### config.mk
export PLATFORM = sky130hd
export DESIGN_NAME = csp_port
export DESIGN_NICKNAME = d
export VERILOG_FILES = /design/src/csp_pkg.sv /design/src/csp_brg_if.sv /design/src/csp_brg_div.sv /design/src/csp_port.sv
export VERILOG_INCLUDE_DIRS = /design/src /design/src/src
export SDC_FILE = /design/constraint.sdc
export NUM_CORES = 1
export LEC_CHECK = 0
export BUFFER_PORTS_ARGS = -buffer_cell sky130_fd_sc_hd__buf_2
export CAP_MARGIN = 25
export CORE_AREA = 2 2 105 107
export CTS_CLUSTER_DIAMETER = 120
export CTS_CLUSTER_SIZE = 10
export DETAILED_ROUTE_END_ITERATION = 10
export DIE_AREA = 0 0 107 109
export GPL_TIMING_DRIVEN = 0
export HOLD_SLACK_MARGIN = 0.02
export PLACE_DENSITY = 0.78
export RECOVER_POWER = 100
export SETUP_SLACK_MARGIN = 0.3
export SYNTH_ARGS = -nofsm -noshare
export SYNTH_HDL_FRONTEND = slang
export SYNTH_SLANG_ARGS = --single-unit
### constraint.sdc
create_clock -name i_ref_clk -period 2.3 [get_ports i_ref_clk]
set_clock_uncertainty 0.1 [all_clocks]
set_input_delay 0.345 -clock i_ref_clk [delete_from_list [all_inputs] [get_ports i_ref_clk]]
set_output_delay 0.345 -clock i_ref_clk [all_outputs]
set_load 0.01 [all_outputs]
### src/csp_params.svh
// Register map, field positions, reset values and counts of the serial port
`ifndef CSP_PARAMS_SVH
`define CSP_PARAMS_SVH
`define CSP_OFF_TXBUF   8'h00
`define CSP_OFF_RXBUF   8'h04
`define CSP_OFF_BRG     8'h08
`define CSP_OFF_MODE    8'h0C
`define CSP_OFF_CTRL0   8'h10
`define CSP_OFF_CTRL1   8'h14
`define CSP_OFF_SHARED  8'h18
`define CSP_OFF_CLKSRC  8'h1C
`define CSP_MODE_OFF    3'b000
`define CSP_MODE_SYNC   3'b001
`define CSP_MODE_CLOCK_DIRECTION_SELECT  3
`define CSP_C0_FLOWSEL  2
`define CSP_C0_SREMPTY  3
`define CSP_C0_FLOWDIS  4
`define CSP_C0_ODSEL    5
`define CSP_C0_CPOL     6
`define CSP_C0_MSB      7
`define CSP_C1_TXEN     0
`define CSP_C1_TBEMPTY  1
`define CSP_C1_RXEN     2
`define CSP_C1_RXDONE   3
`define CSP_C1_IRQSRC   4
`define CSP_C1_CONTRX   5
`define CSP_C1_INVERT   6
`define CSP_SH_PINSEL   0
`define CSP_SH_DUALCK   1
`define CSP_SH_FLOWSEP  2
`define CSP_CS_SRCLO    0
`define CSP_CS_SRCHI    1
`define CSP_CS_CNTSRC   2
`define CSP_RB_OVR      12
`define CSP_RST_BYTE    8'h00
`define CSP_LAST_BIT    3'h7
`endif

### src/csp_pkg.sv
// Types shared by the serial port modules
package csp_pkg;
  typedef enum logic [0:0] {
    csp_st_idle  = 1'b0,
    csp_st_shift = 1'b1
  } csp_state_t;
endpackage : csp_pkg

### src/csp_brg_if.sv
// Link between the transfer engine and the bit-rate divider
`timescale 1ns/1ps
interface csp_brg_if #(parameter int W = 8) ();
  logic         en;
  logic         src_tick;
  logic [W-1:0] n;
  logic         half_tick;
  modport ctl (output en, output src_tick, output n, input half_tick);
  modport div (input en, input src_tick, input n, output half_tick);
endinterface : csp_brg_if

### src/csp_brg_div.sv
// Bit-rate divider: one half-period tick every n+1 source ticks
`timescale 1ns/1ps
module csp_brg_div (
  // Clock and reset
  input  wire logic i_ref_clk,
  input  wire logic i_rstn,
  // Divider link
  csp_brg_if.div    brg
);
  logic [$bits(brg.n)-1:0] cnt_r;
  logic                    tick_r;

  // Count source ticks, restart on each half period
  always_ff @(posedge i_ref_clk) begin
    if (!i_rstn || !brg.en) begin
      cnt_r  <= '0;
      tick_r <= 1'b0;
    end else if (brg.src_tick) begin
      if (cnt_r == brg.n) begin // RL20
        cnt_r  <= '0;
        tick_r <= 1'b1;
      end else begin
        cnt_r  <= cnt_r + 1'b1;
        tick_r <= 1'b0;
      end
    end else begin
      tick_r <= 1'b0;
    end
  end

  assign brg.half_tick = tick_r;
endmodule : csp_brg_div

### src/csp_port.sv
// Clocked serial port channel with pin muxing and Wishbone registers
// Functional notes
// (RL1) External clock must idle high with polarity 0, low with 1.
// (RL2) Overrun leaves receive data undefined and raises no receive event.
// (RL3) Data out idles high until transfer; released when open-drain.
// (RL4) Receive-only transfers still shift dummy data out.
// (RL5) Clock pin drives when direction is 0, is input when 1.
// (RL6) Flow pin: CTS in, RTS out, or general port per control bits.
// (RL7) Separation routes shared pin to channel 0 CTS; channel 0 uses RTS.
// (RL8) Dual clock with pin select 0 holds unused pin at idle level.
// (RL9) Dual clock lets channel 1 clock from two pins, select picks one.
// (RL10) Receive buffer: data bits 0-7, undefined bits read 0, overrun flag.
// (RL11) Transmit enable needed for any transfer, receive enable to receive.
// (RL12) Shift-empty, buffer-empty and receive-done flags are readable.
// (RL13) Continuous-receive bit selects continuous receive mode.
// (RL14) Inversion bit inverts transmitted and received data.
// (RL15) Per-channel bit picks the transmit event source.
// (RL16) Channel 2 data out always open-drain; its select bit reads 0.
// (RL17) Software sets port direction to input for input pins.
// (RL18) Source select per channel group, plus counter source select.
// (RL19) Mode 001b is clocked serial, 000b disables the port.
// (RL20) Internal clock rate is source over 2(n+1).
// (RL21) Transmit event on buffer load or on shift completion.
// (RL22) Continuous receive: buffer read clears buffer-empty flag.
`timescale 1ns/1ps
`include "csp_params.svh"
module csp_port #(
  parameter int CHAN_ID = 1
) (
  // Clock and reset
  input  wire logic        i_ref_clk,
  input  wire logic        i_rstn,
  // Wishbone slave
  input  wire logic        i_wb_cyc,
  input  wire logic        i_wb_stb,
  input  wire logic        i_wb_we,
  input  wire logic [7:0]  i_wb_adr,
  input  wire logic [31:0] i_wb_dat,
  input  wire logic [3:0]  i_wb_sel,
  output wire logic [31:0] o_wb_dat,
  output wire logic        o_wb_ack,
  // Serial data pins
  output wire logic        o_txd_o,
  output wire logic        o_txd_oe,
  input  wire logic        i_rxd,
  // Transfer clock pin
  input  wire logic        i_clk_i,
  output wire logic        o_clk_o,
  output wire logic        o_clk_oe,
  // Flow control or shared pin
  input  wire logic        i_flow_i,
  output wire logic        o_flow_o,
  output wire logic        o_flow_oe,
  // Alternate source clock pulse
  input  wire logic        i_alt_src_pulse,
  // Shared pin separation between channels
  input  wire logic        i_sep_active,
  input  wire logic        i_sep_cts_n,
  output wire logic        o_sep_active,
  output wire logic        o_ch0_cts_n,
  // Transfer events
  output wire logic        o_tx_evt,
  output wire logic        o_rx_evt
);
  localparam bit IS_CH0 = (CHAN_ID == 0);
  localparam bit IS_CH1 = (CHAN_ID == 1);
  localparam bit IS_CH2 = (CHAN_ID == 2);
  localparam bit LOW_GRP = (CHAN_ID < 3);

  csp_brg_if #(.W(8)) brg ();
  csp_pkg::csp_state_t st_r;
  logic [7:0]  tb_r, rb_r, brg_r, mode_r, c0_r, c1_r, sh_r, cs_r;
  logic [7:0]  tx_sh_r, rx_sh_r, rx_nxt;
  logic [2:0]  bit_cnt_r;
  logic [4:0]  pre_cnt_r, pre_mask;
  logic [31:0] rd_nxt, rd_r;
  logic        ack_r, req, wr, rb_rd, tb_wr;
  logic        rxd_s1_r, rxd_s2_r, clk_s1_r, clk_s2_r, clk_s3_r;
  logic        flw_s1_r, flw_s2_r;
  logic        ti_r, ri_r, ovr_r, sclk_r, txd_r, rts_n_r;
  logic        tx_evt_r, rx_evt_r;
  logic        mode_on, int_clk, idle_lvl, msb, inv, od, dual, sep;
  logic        base, lead, trail, cts_sel, cts_n, cts_ok;
  logic        start, done, ovr_set, rx_set, busy;

  // Register fields
  assign mode_on  = (mode_r[2:0] == `CSP_MODE_SYNC); // RL19
  assign int_clk  = ~mode_r[`CSP_MODE_CLOCK_DIRECTION_SELECT];
  assign idle_lvl = ~c0_r[`CSP_C0_CPOL];
  assign msb      = c0_r[`CSP_C0_MSB];
  assign inv      = c1_r[`CSP_C1_INVERT];
  assign od       = IS_CH2 | c0_r[`CSP_C0_ODSEL]; // RL16
  assign dual     = IS_CH1 & sh_r[`CSP_SH_DUALCK]; // RL9
  assign sep      = IS_CH1 & sh_r[`CSP_SH_FLOWSEP] & ~dual;
  assign busy     = (st_r == csp_pkg::csp_st_shift);

  // Bus handshake: ack one cycle after request, effects at the ack edge
  assign req   = i_wb_cyc & i_wb_stb;
  assign wr    = req & i_wb_we & ack_r & i_wb_sel[0];
  assign rb_rd = req & ~i_wb_we & ack_r & (i_wb_adr == `CSP_OFF_RXBUF);
  assign tb_wr = wr & (i_wb_adr == `CSP_OFF_TXBUF);

  always_ff @(posedge i_ref_clk) begin
    if (!i_rstn) begin
      ack_r <= 1'b0;
      rd_r  <= 32'h0000_0000;
    end else begin
      ack_r <= req & ~ack_r;
      rd_r  <= rd_nxt;
    end
  end

  // Read decode; unmapped and write-only offsets read zero
  always_comb begin
    rd_nxt = 32'h0000_0000;
    unique case (i_wb_adr)
      `CSP_OFF_RXBUF: begin
        rd_nxt[7:0]         = rb_r; // RL10
        rd_nxt[`CSP_RB_OVR] = ovr_r; // RL10
      end
      `CSP_OFF_BRG:    rd_nxt[7:0] = brg_r;
      `CSP_OFF_MODE:   rd_nxt[7:0] = mode_r;
      `CSP_OFF_CTRL0: begin
        rd_nxt[7:0]             = c0_r;
        rd_nxt[`CSP_C0_SREMPTY] = ~busy; // RL12
        rd_nxt[`CSP_C0_ODSEL]   = c0_r[`CSP_C0_ODSEL] & ~IS_CH2; // RL16
      end
      `CSP_OFF_CTRL1: begin
        rd_nxt[7:0]             = c1_r;
        rd_nxt[`CSP_C1_TBEMPTY] = ti_r; // RL12
        rd_nxt[`CSP_C1_RXDONE]  = ri_r; // RL12
      end
      `CSP_OFF_SHARED: rd_nxt[7:0] = sh_r;
      `CSP_OFF_CLKSRC: rd_nxt[7:0] = cs_r;
      default:         rd_nxt = 32'h0000_0000;
    endcase
  end

  // Software-written registers
  always_ff @(posedge i_ref_clk) begin
    if (!i_rstn) begin
      tb_r   <= `CSP_RST_BYTE;
      brg_r  <= `CSP_RST_BYTE;
      mode_r <= `CSP_RST_BYTE;
      c0_r   <= `CSP_RST_BYTE;
      c1_r   <= `CSP_RST_BYTE;
      sh_r   <= `CSP_RST_BYTE;
      cs_r   <= `CSP_RST_BYTE;
    end else if (wr) begin
      unique case (i_wb_adr)
        `CSP_OFF_TXBUF:  tb_r   <= i_wb_dat[7:0];
        `CSP_OFF_BRG:    brg_r  <= i_wb_dat[7:0];
        `CSP_OFF_MODE:   mode_r <= i_wb_dat[7:0];
        `CSP_OFF_CTRL0:  c0_r   <= i_wb_dat[7:0];
        `CSP_OFF_CTRL1:  c1_r   <= i_wb_dat[7:0];
        `CSP_OFF_SHARED: sh_r   <= i_wb_dat[7:0];
        `CSP_OFF_CLKSRC: cs_r   <= i_wb_dat[7:0];
        default:         tb_r   <= tb_r;
      endcase
    end
  end

  // Pin synchronisers
  always_ff @(posedge i_ref_clk) begin
    if (!i_rstn) begin
      rxd_s1_r <= 1'b1;
      rxd_s2_r <= 1'b1;
      clk_s1_r <= 1'b1;
      clk_s2_r <= 1'b1;
      clk_s3_r <= 1'b1;
      flw_s1_r <= 1'b1;
      flw_s2_r <= 1'b1;
    end else begin
      rxd_s1_r <= i_rxd;
      rxd_s2_r <= rxd_s1_r;
      clk_s1_r <= i_clk_i;
      clk_s2_r <= clk_s1_r;
      clk_s3_r <= clk_s2_r;
      flw_s1_r <= i_flow_i;
      flw_s2_r <= flw_s1_r;
    end
  end

  // Source clock choice and pre-division by 1, 2, 8 or 32
  assign base = ~cs_r[`CSP_CS_CNTSRC] | i_alt_src_pulse |
                ~(LOW_GRP ? cs_r[`CSP_CS_SRCLO]
                          : cs_r[`CSP_CS_SRCHI]); // RL18
  always_comb begin
    unique case (c0_r[1:0])
      2'h0: pre_mask = 5'h00;
      2'h1: pre_mask = 5'h01;
      2'h2: pre_mask = 5'h07;
      2'h3: pre_mask = 5'h1F;
    endcase
  end

  always_ff @(posedge i_ref_clk) begin
    if (!i_rstn) begin
      pre_cnt_r <= 5'h00;
    end else if (base) begin
      pre_cnt_r <= pre_cnt_r + 5'h01;
    end
  end

  // Divider runs only during internally clocked transfers
  assign brg.en       = int_clk & busy;
  assign brg.src_tick = base & ((pre_cnt_r & pre_mask) == pre_mask);
  assign brg.n        = brg_r;

  csp_brg_div u_div (
    .i_ref_clk (i_ref_clk),
    .i_rstn    (i_rstn),
    .brg       (brg)
  );

  // Clock edges: leading shifts out, trailing samples
  assign lead  = int_clk ? (brg.half_tick & (sclk_r == idle_lvl))
                         : ((clk_s3_r == idle_lvl) &
                            (clk_s2_r != idle_lvl)); // RL5
  assign trail = int_clk ? (brg.half_tick & (sclk_r != idle_lvl))
                         : ((clk_s3_r != idle_lvl) &
                            (clk_s2_r == idle_lvl)); // RL5

  // Start and finish of a frame
  assign cts_sel = ~c0_r[`CSP_C0_FLOWDIS] & (~c0_r[`CSP_C0_FLOWSEL] |
                   (IS_CH0 & i_sep_active)); // RL7
  assign cts_n   = (IS_CH0 & i_sep_active) ? i_sep_cts_n : flw_s2_r; // RL7
  assign cts_ok  = ~cts_sel | ~cts_n; // RL6
  assign start   = mode_on & ~busy & c1_r[`CSP_C1_TXEN] & ~ti_r
                   & cts_ok; // RL11
  assign done    = busy & trail & (bit_cnt_r == `CSP_LAST_BIT);
  assign rx_nxt  = msb ? {rx_sh_r[6:0], rxd_s2_r}
                       : {rxd_s2_r, rx_sh_r[7:1]};
  assign ovr_set = done & c1_r[`CSP_C1_RXEN] & ri_r & ~rb_rd; // RL2
  assign rx_set  = done & c1_r[`CSP_C1_RXEN] & ~ovr_set; // RL11

  // Transfer engine
  always_ff @(posedge i_ref_clk) begin
    if (!i_rstn) begin
      st_r      <= csp_pkg::csp_st_idle;
      bit_cnt_r <= 3'h0;
      tx_sh_r   <= 8'h00;
      rx_sh_r   <= 8'h00;
      sclk_r    <= 1'b1;
      txd_r     <= 1'b1;
    end else if (!mode_on) begin
      st_r      <= csp_pkg::csp_st_idle; // RL19
      bit_cnt_r <= 3'h0;
      sclk_r    <= idle_lvl;
      txd_r     <= 1'b1;
    end else begin
      unique case (st_r)
        csp_pkg::csp_st_idle: begin
          sclk_r <= idle_lvl;
          txd_r  <= 1'b1; // RL3
          if (start) begin
            tx_sh_r   <= tb_r;
            bit_cnt_r <= 3'h0;
            st_r      <= csp_pkg::csp_st_shift;
          end
        end
        csp_pkg::csp_st_shift: begin
          if (lead) begin
            // Buffer bits go out even when only receiving
            txd_r   <= (msb ? tx_sh_r[7] : tx_sh_r[0]) ^ inv; // RL4 RL14
            tx_sh_r <= msb ? {tx_sh_r[6:0], 1'b0}
                           : {1'b0, tx_sh_r[7:1]};
            if (int_clk) begin
              sclk_r <= ~idle_lvl;
            end
          end
          if (trail) begin
            rx_sh_r   <= rx_nxt;
            bit_cnt_r <= bit_cnt_r + 3'h1;
            if (int_clk) begin
              sclk_r <= idle_lvl;
            end
            if (bit_cnt_r == `CSP_LAST_BIT) begin
              st_r <= csp_pkg::csp_st_idle;
            end
          end
        end
      endcase
    end
  end

  // Status flags; hardware set wins over software clear
  always_ff @(posedge i_ref_clk) begin
    if (!i_rstn || !mode_on) begin
      ti_r <= 1'b1;
    end else if (start) begin
      ti_r <= 1'b1;
    end else if (tb_wr || (rb_rd && c1_r[`CSP_C1_CONTRX])) begin
      ti_r <= 1'b0; // RL13 RL22
    end
  end

  always_ff @(posedge i_ref_clk) begin
    if (!i_rstn || !mode_on) begin
      ri_r <= 1'b0;
    end else if (rx_set) begin
      ri_r <= 1'b1;
    end else if (rb_rd) begin
      ri_r <= 1'b0;
    end
  end

  always_ff @(posedge i_ref_clk) begin
    if (!i_rstn || !mode_on || !c1_r[`CSP_C1_RXEN]) begin
      ovr_r <= 1'b0;
    end else if (ovr_set) begin
      ovr_r <= 1'b1; // RL10
    end
  end

  // Receive buffer, overwritten on overrun
  always_ff @(posedge i_ref_clk) begin
    if (!i_rstn) begin
      rb_r <= 8'h00;
    end else if (done && c1_r[`CSP_C1_RXEN]) begin
      rb_r <= rx_nxt ^ {8{inv}}; // RL2 RL14
    end
  end

  // Event pulses and ready-to-receive level
  always_ff @(posedge i_ref_clk) begin
    if (!i_rstn) begin
      tx_evt_r <= 1'b0;
      rx_evt_r <= 1'b0;
      rts_n_r  <= 1'b1;
    end else begin
      tx_evt_r <= c1_r[`CSP_C1_IRQSRC] ? done : start; // RL15 RL21
      rx_evt_r <= rx_set; // RL2
      rts_n_r  <= ~(mode_on & c1_r[`CSP_C1_RXEN] & ~ri_r);
    end
  end

  // Data out pin
  assign o_txd_o  = od ? 1'b0 : txd_r;
  assign o_txd_oe = mode_on & (od ? ~txd_r : 1'b1); // RL3

  // Clock pin, idle level when the second pin carries the clock
  assign o_clk_o  = (dual & sh_r[`CSP_SH_PINSEL]) ? idle_lvl : sclk_r;
  assign o_clk_oe = mode_on & int_clk; // RL5

  // Flow pin: second clock, separated CTS, RTS out or released port
  assign o_flow_o  = dual ? (sh_r[`CSP_SH_PINSEL] ? sclk_r
                                                  : idle_lvl) // RL8
                          : rts_n_r;
  assign o_flow_oe = mode_on & (dual | (~sep & ~c0_r[`CSP_C0_FLOWDIS]
                                        & c0_r[`CSP_C0_FLOWSEL])); // RL6
  assign o_sep_active = sep; // RL7
  assign o_ch0_cts_n  = sep ? flw_s2_r : 1'b1; // RL7

  assign o_wb_dat = rd_r;
  assign o_wb_ack = ack_r;
  assign o_tx_evt = tx_evt_r;
  assign o_rx_evt = rx_evt_r;

  // Checks
  a_ovr_no_event: assert property (@(posedge i_ref_clk) disable iff (!i_rstn)
    ovr_set |=> !o_rx_evt && ri_r) else $error("overrun raised rx event"); // RL2
  a_txd_idle_high: assert property (@(posedge i_ref_clk)
    disable iff (!i_rstn) (mode_on && !busy && $past(!busy) && !od)
    |-> o_txd_o && o_txd_oe) else $error("txd not high at idle"); // RL3
  a_txd_od_release: assert property (@(posedge i_ref_clk)
    disable iff (!i_rstn) (od && txd_r) |-> !o_txd_oe)
    else $error("open-drain txd driven high"); // RL16
  a_clk_dir: assert property (@(posedge i_ref_clk) disable iff (!i_rstn)
    mode_on |-> (o_clk_oe == int_clk)) else $error("clock pin dir"); // RL5
  a_dual_fixed: assert property (@(posedge i_ref_clk) disable iff (!i_rstn)
    (mode_on && dual && !sh_r[`CSP_SH_PINSEL]) |->
    (o_flow_oe && o_flow_o == idle_lvl)) else $error("unused clk pin"); // RL8
  a_start_needs_te: assert property (@(posedge i_ref_clk)
    disable iff (!i_rstn) start |-> c1_r[`CSP_C1_TXEN] ##1 busy && ti_r)
    else $error("start without enable"); // RL11
  a_contrx_clear: assert property (@(posedge i_ref_clk)
    disable iff (!i_rstn) (mode_on && rb_rd && c1_r[`CSP_C1_CONTRX]
    && !start) |=> !ti_r) else $error("read did not clear flag"); // RL22
  a_tx_event_src: assert property (@(posedge i_ref_clk)
    disable iff (!i_rstn) (start && !c1_r[`CSP_C1_IRQSRC]) |=> o_tx_evt)
    else $error("tx event missing at load"); // RL21
  a_frame_bits: assert property (@(posedge i_ref_clk) disable iff (!i_rstn)
    done |-> bit_cnt_r == `CSP_LAST_BIT ##1 !busy)
    else $error("frame length wrong"); // RL12
endmodule : csp_port

==> impl_metrics.tcl <==
set metrics [dict create \
    ff2ff_path_depth 7 \
    arrival_ps 2410 \
    wl_per_cell_um 17.8 \
    vias 5124 \
    grt_pass1_wl_mm 24.1 \
    pre_cts_slack_ps -42.0 \
    cellPowerDensity_nw_per_um2 678 \
    min_path_type "in -> reg" \
    r2r_end "cs_r[7]$_SDFFE_PN0P_" \
    ant_nets 0 \
    final_common_cell "dfxtp_1" \
    synth-edff-count 0 \
    overflow 0 \
    start_util_pct 53.8 \
    setup_slack_ps 229 \
    report.final.slew_viol_count 0 \
    dpl.hpwl_mm 11.2 \
    syn_inst 639 \
    drt_pass1_iterations 5 \
    num-nets-final 800 \
    seq_area_frac_synth_pct 42.1 \
    fin_crit_sh_pct 90.1 \
    remaining_drc_errors 0 \
    synth_flop_cell "dfxtp_1" \
    hold_violations 0 \
    min_period_ps 2070 \
    min_from "i_wb_dat[3]" \
    p_total_w 0.00469 \
    hold_path_end "mode_r[3]$_SDFFE_PN0P_" \
    cts_tree "built" \
    coreArea_um2 10600 \
    r2r-start "o_wb_ack$_SDFF_PN0_" \
    irDropWorstVdd_uv 557 \
    htreeDepth 4 \
    dieHeight_um 109 \
    viasPerCell 5.73 \
    area_growth_pct 21.3 \
    power_leakage_nw 2.47 \
    numCtsBuffers 17 \
    ff2ff_setup_slack_ps 230 \
    final_layout_size_suffix_gt1_share_pct 16.7 \
    worst_pin_slew_ps 1010 \
    root_buffer "clkbuf_8" \
    drtIter0Drc 379 \
    setup_tns_ps 0 \
    endpoint_kind "flop" \
    gp_congestion 0.949 \
    grt_max_degree 17 \
    cp_data_required_time_ps 2640 \
    grt_pass1_vias 4600 \
    hold_depth 3 \
    n_antenna_cell 0 \
    drt-total-wl_mm 15.9 \
    cap_violations 0 \
    portBuffers 45 \
    yosysWarnings 0 \
    setup_violations 0 \
    cts.clk_slew.worst_paths_ps 60 \
    slew_headroom_pct 31.8 \
    track_usage_pct 27.2 \
    synth.cell_area_um2 5700 \
    synth.distinct_cells 57 \
    layout_common_cells "dfxtp_1, nand2_1, nor2_1, mux2i_1, clkbuf_1" \
    ioPinCount 98 \
    rsz0062_at_grt "yes" \
    path_class "reg -> reg" \
    cts_sinks 120 \
    syn_area_per_cell_um2 8.93 \
    clkLatencyLatePin_ps 520 \
    dieArea_um2 11700 \
    ys_seq_elements 120 \
    cts.path.max_buffers 2 \
    cp-start-kind "flop" \
    antenna_found_initial 0 \
    die_x_um 107 \
    hold_slack_ps 32.2 \
    path_max_fanout 10 \
    async_flop_share_pct 0 \
    clock.fmax_ghz 0.483 \
    rows 38 \
    status "finished clean" \
]
==> repair_timing <==
item / 4_1_cts / 5_1_grt
pin swaps: 3 / 5
endpoints found under the setup margin: 49 / 59
hold endpoints to repair: 4 / 0
resized for setup: 11 / 21
setup buffers: 4 / 6
hold buffers: 5 / 0
cloned: 0 / 1
==> logic make-up after synthesis <==
family	Yosys count	synth area share, %
buf+inv	62	5.94
mux	69	13.8
fa+ha+maj	4	0.877
other cells	1	0.0657
flops	120	42.1
compound gates	126	14.2
simple gates	237	20.0
xor+xnor	20	3.07
==> synthesized netlist by cell type (all sizes together) (2+ instances only) <==
cell type	n	share of area, %
a311oi	2	0.31
buf	34	4.1
nand2b	13	1.4
nor3	5	0.44
nor2b	7	0.77
nand3b	4	0.53
ha	4	0.88
o31ai	3	0.48
mux4	7	2.8
xor2	11	1.7
xnor2	9	1.4
nor3b	4	0.53
clkbuf	24	1.6
o2111ai	7	1.1
nand4	6	0.66
and2	3	0.33
a211oi	12	1.6
and3	7	0.77
a22o	2	0.31
nor4	5	0.92
mux2i	56	9.8
nand3	17	1.6
a32oi	8	1.2
o41ai	3	0.46
a22oi	7	0.92
or3	3	0.33
nor2	78	5.6
mux2	6	1.2
o21ai	36	3.2
nand2	78	5.1
dfxtp	120	42
or2	4	0.44
a21oi	39	3.4
o311ai	2	0.31
inv	4	0.26
==> worst max-delay path by stage <==
stage | to | depth (start not counted) | from | slack, ps
after floorplan | ovr_r$_SDFFE_PP0P_ | 5 | mode_r[3]$_SDFFE_PN0P_ | 420
after global placement | tb_r[7]$_SDFFE_PN0P_ | 7 | i_wb_adr[5] | -50
after detailed placement | tb_r[7]$_SDFFE_PN0P_ | 7 | i_wb_adr[5] | -40
after CTS | tx_sh_r[5]$_SDFFE_PN0P_ | 6 | mode_r[0]$_SDFFE_PN0P_ | 300
after global routing | u_div.cnt_r[4]$_SDFFE_PP0P_ | 5 | busy$_SDFF_PN0_ | 130
final | cs_r[7]$_SDFFE_PN0P_ | 7 | o_wb_ack$_SDFF_PN0_ | 230
==> stage by stage <==
stage | cell area, µm² | instances | util, %
global placement | 6190 | 846 | 58.4
finish | 6920 | 894 | 65.2
CTS | 6870 | 887 | 64.8
global route | 6920 | 894 | 65.2
floorplan | 5790 | 661 | -
detailed placement | 6190 | 846 | 58.4
==> flip-flops by register name (all words and copies together) (netlist names), 7 cells and up, named ones only <==
signal,cells
o_wb_dat,9
brg.n,8
cs_r,8
mode_r,8
rb_r,8
rx_sh_r,8
sh_r,8
tb_r,8
tx_sh_r,8
u_div.cnt_r,8
c0_r,7
==> worst max-delay path, stage by stage (launching register included) <==
cell and delay, ps:
dfxtp_1 350, and3_1 290, nand4_1 170, clkbuf_1 200
clkbuf_2 240, nor2_2 360, nand2_1 120, a21oi_1 160
==> power breakdown <==
group | switching [W] | internal, W | total [W]
Clock | 0.000916 | 0.00145 | 0.00237
Sequential | 0.00000718 | 0.00209 | 0.00210
Combinational | 0.000143 | 0.0000800 | 0.000223
Total | 0.00107 | 0.00362 | 0.00469
==> metal layers <==
layer	vias up	part of all wire, %	GRT usage [%]
met5	-	0	0
met2	253	46	42.6
li1	2426	-	-
met3	46	7.5	5.32
met1	2399	43	36.2
met4	0	3.7	13.1
==> layout make-up <==
| type | instances | area, µm² |
|---|---|---|
| sequential | 120 | 2400 |
| buffer | 58 | 338 |
| inverter | 4 | 15.0 |
| multi-input combinational | 479 | 3100 |
| timing repair buffer | 61 | 349 |
| clock buffer | 24 | 490 |
| tap | 140 | 175 |
| fill | 889 | 3680 |
| clock inverter | 8 | 45.0 |
No activity file was read; power rests on OpenSTA's default activity.
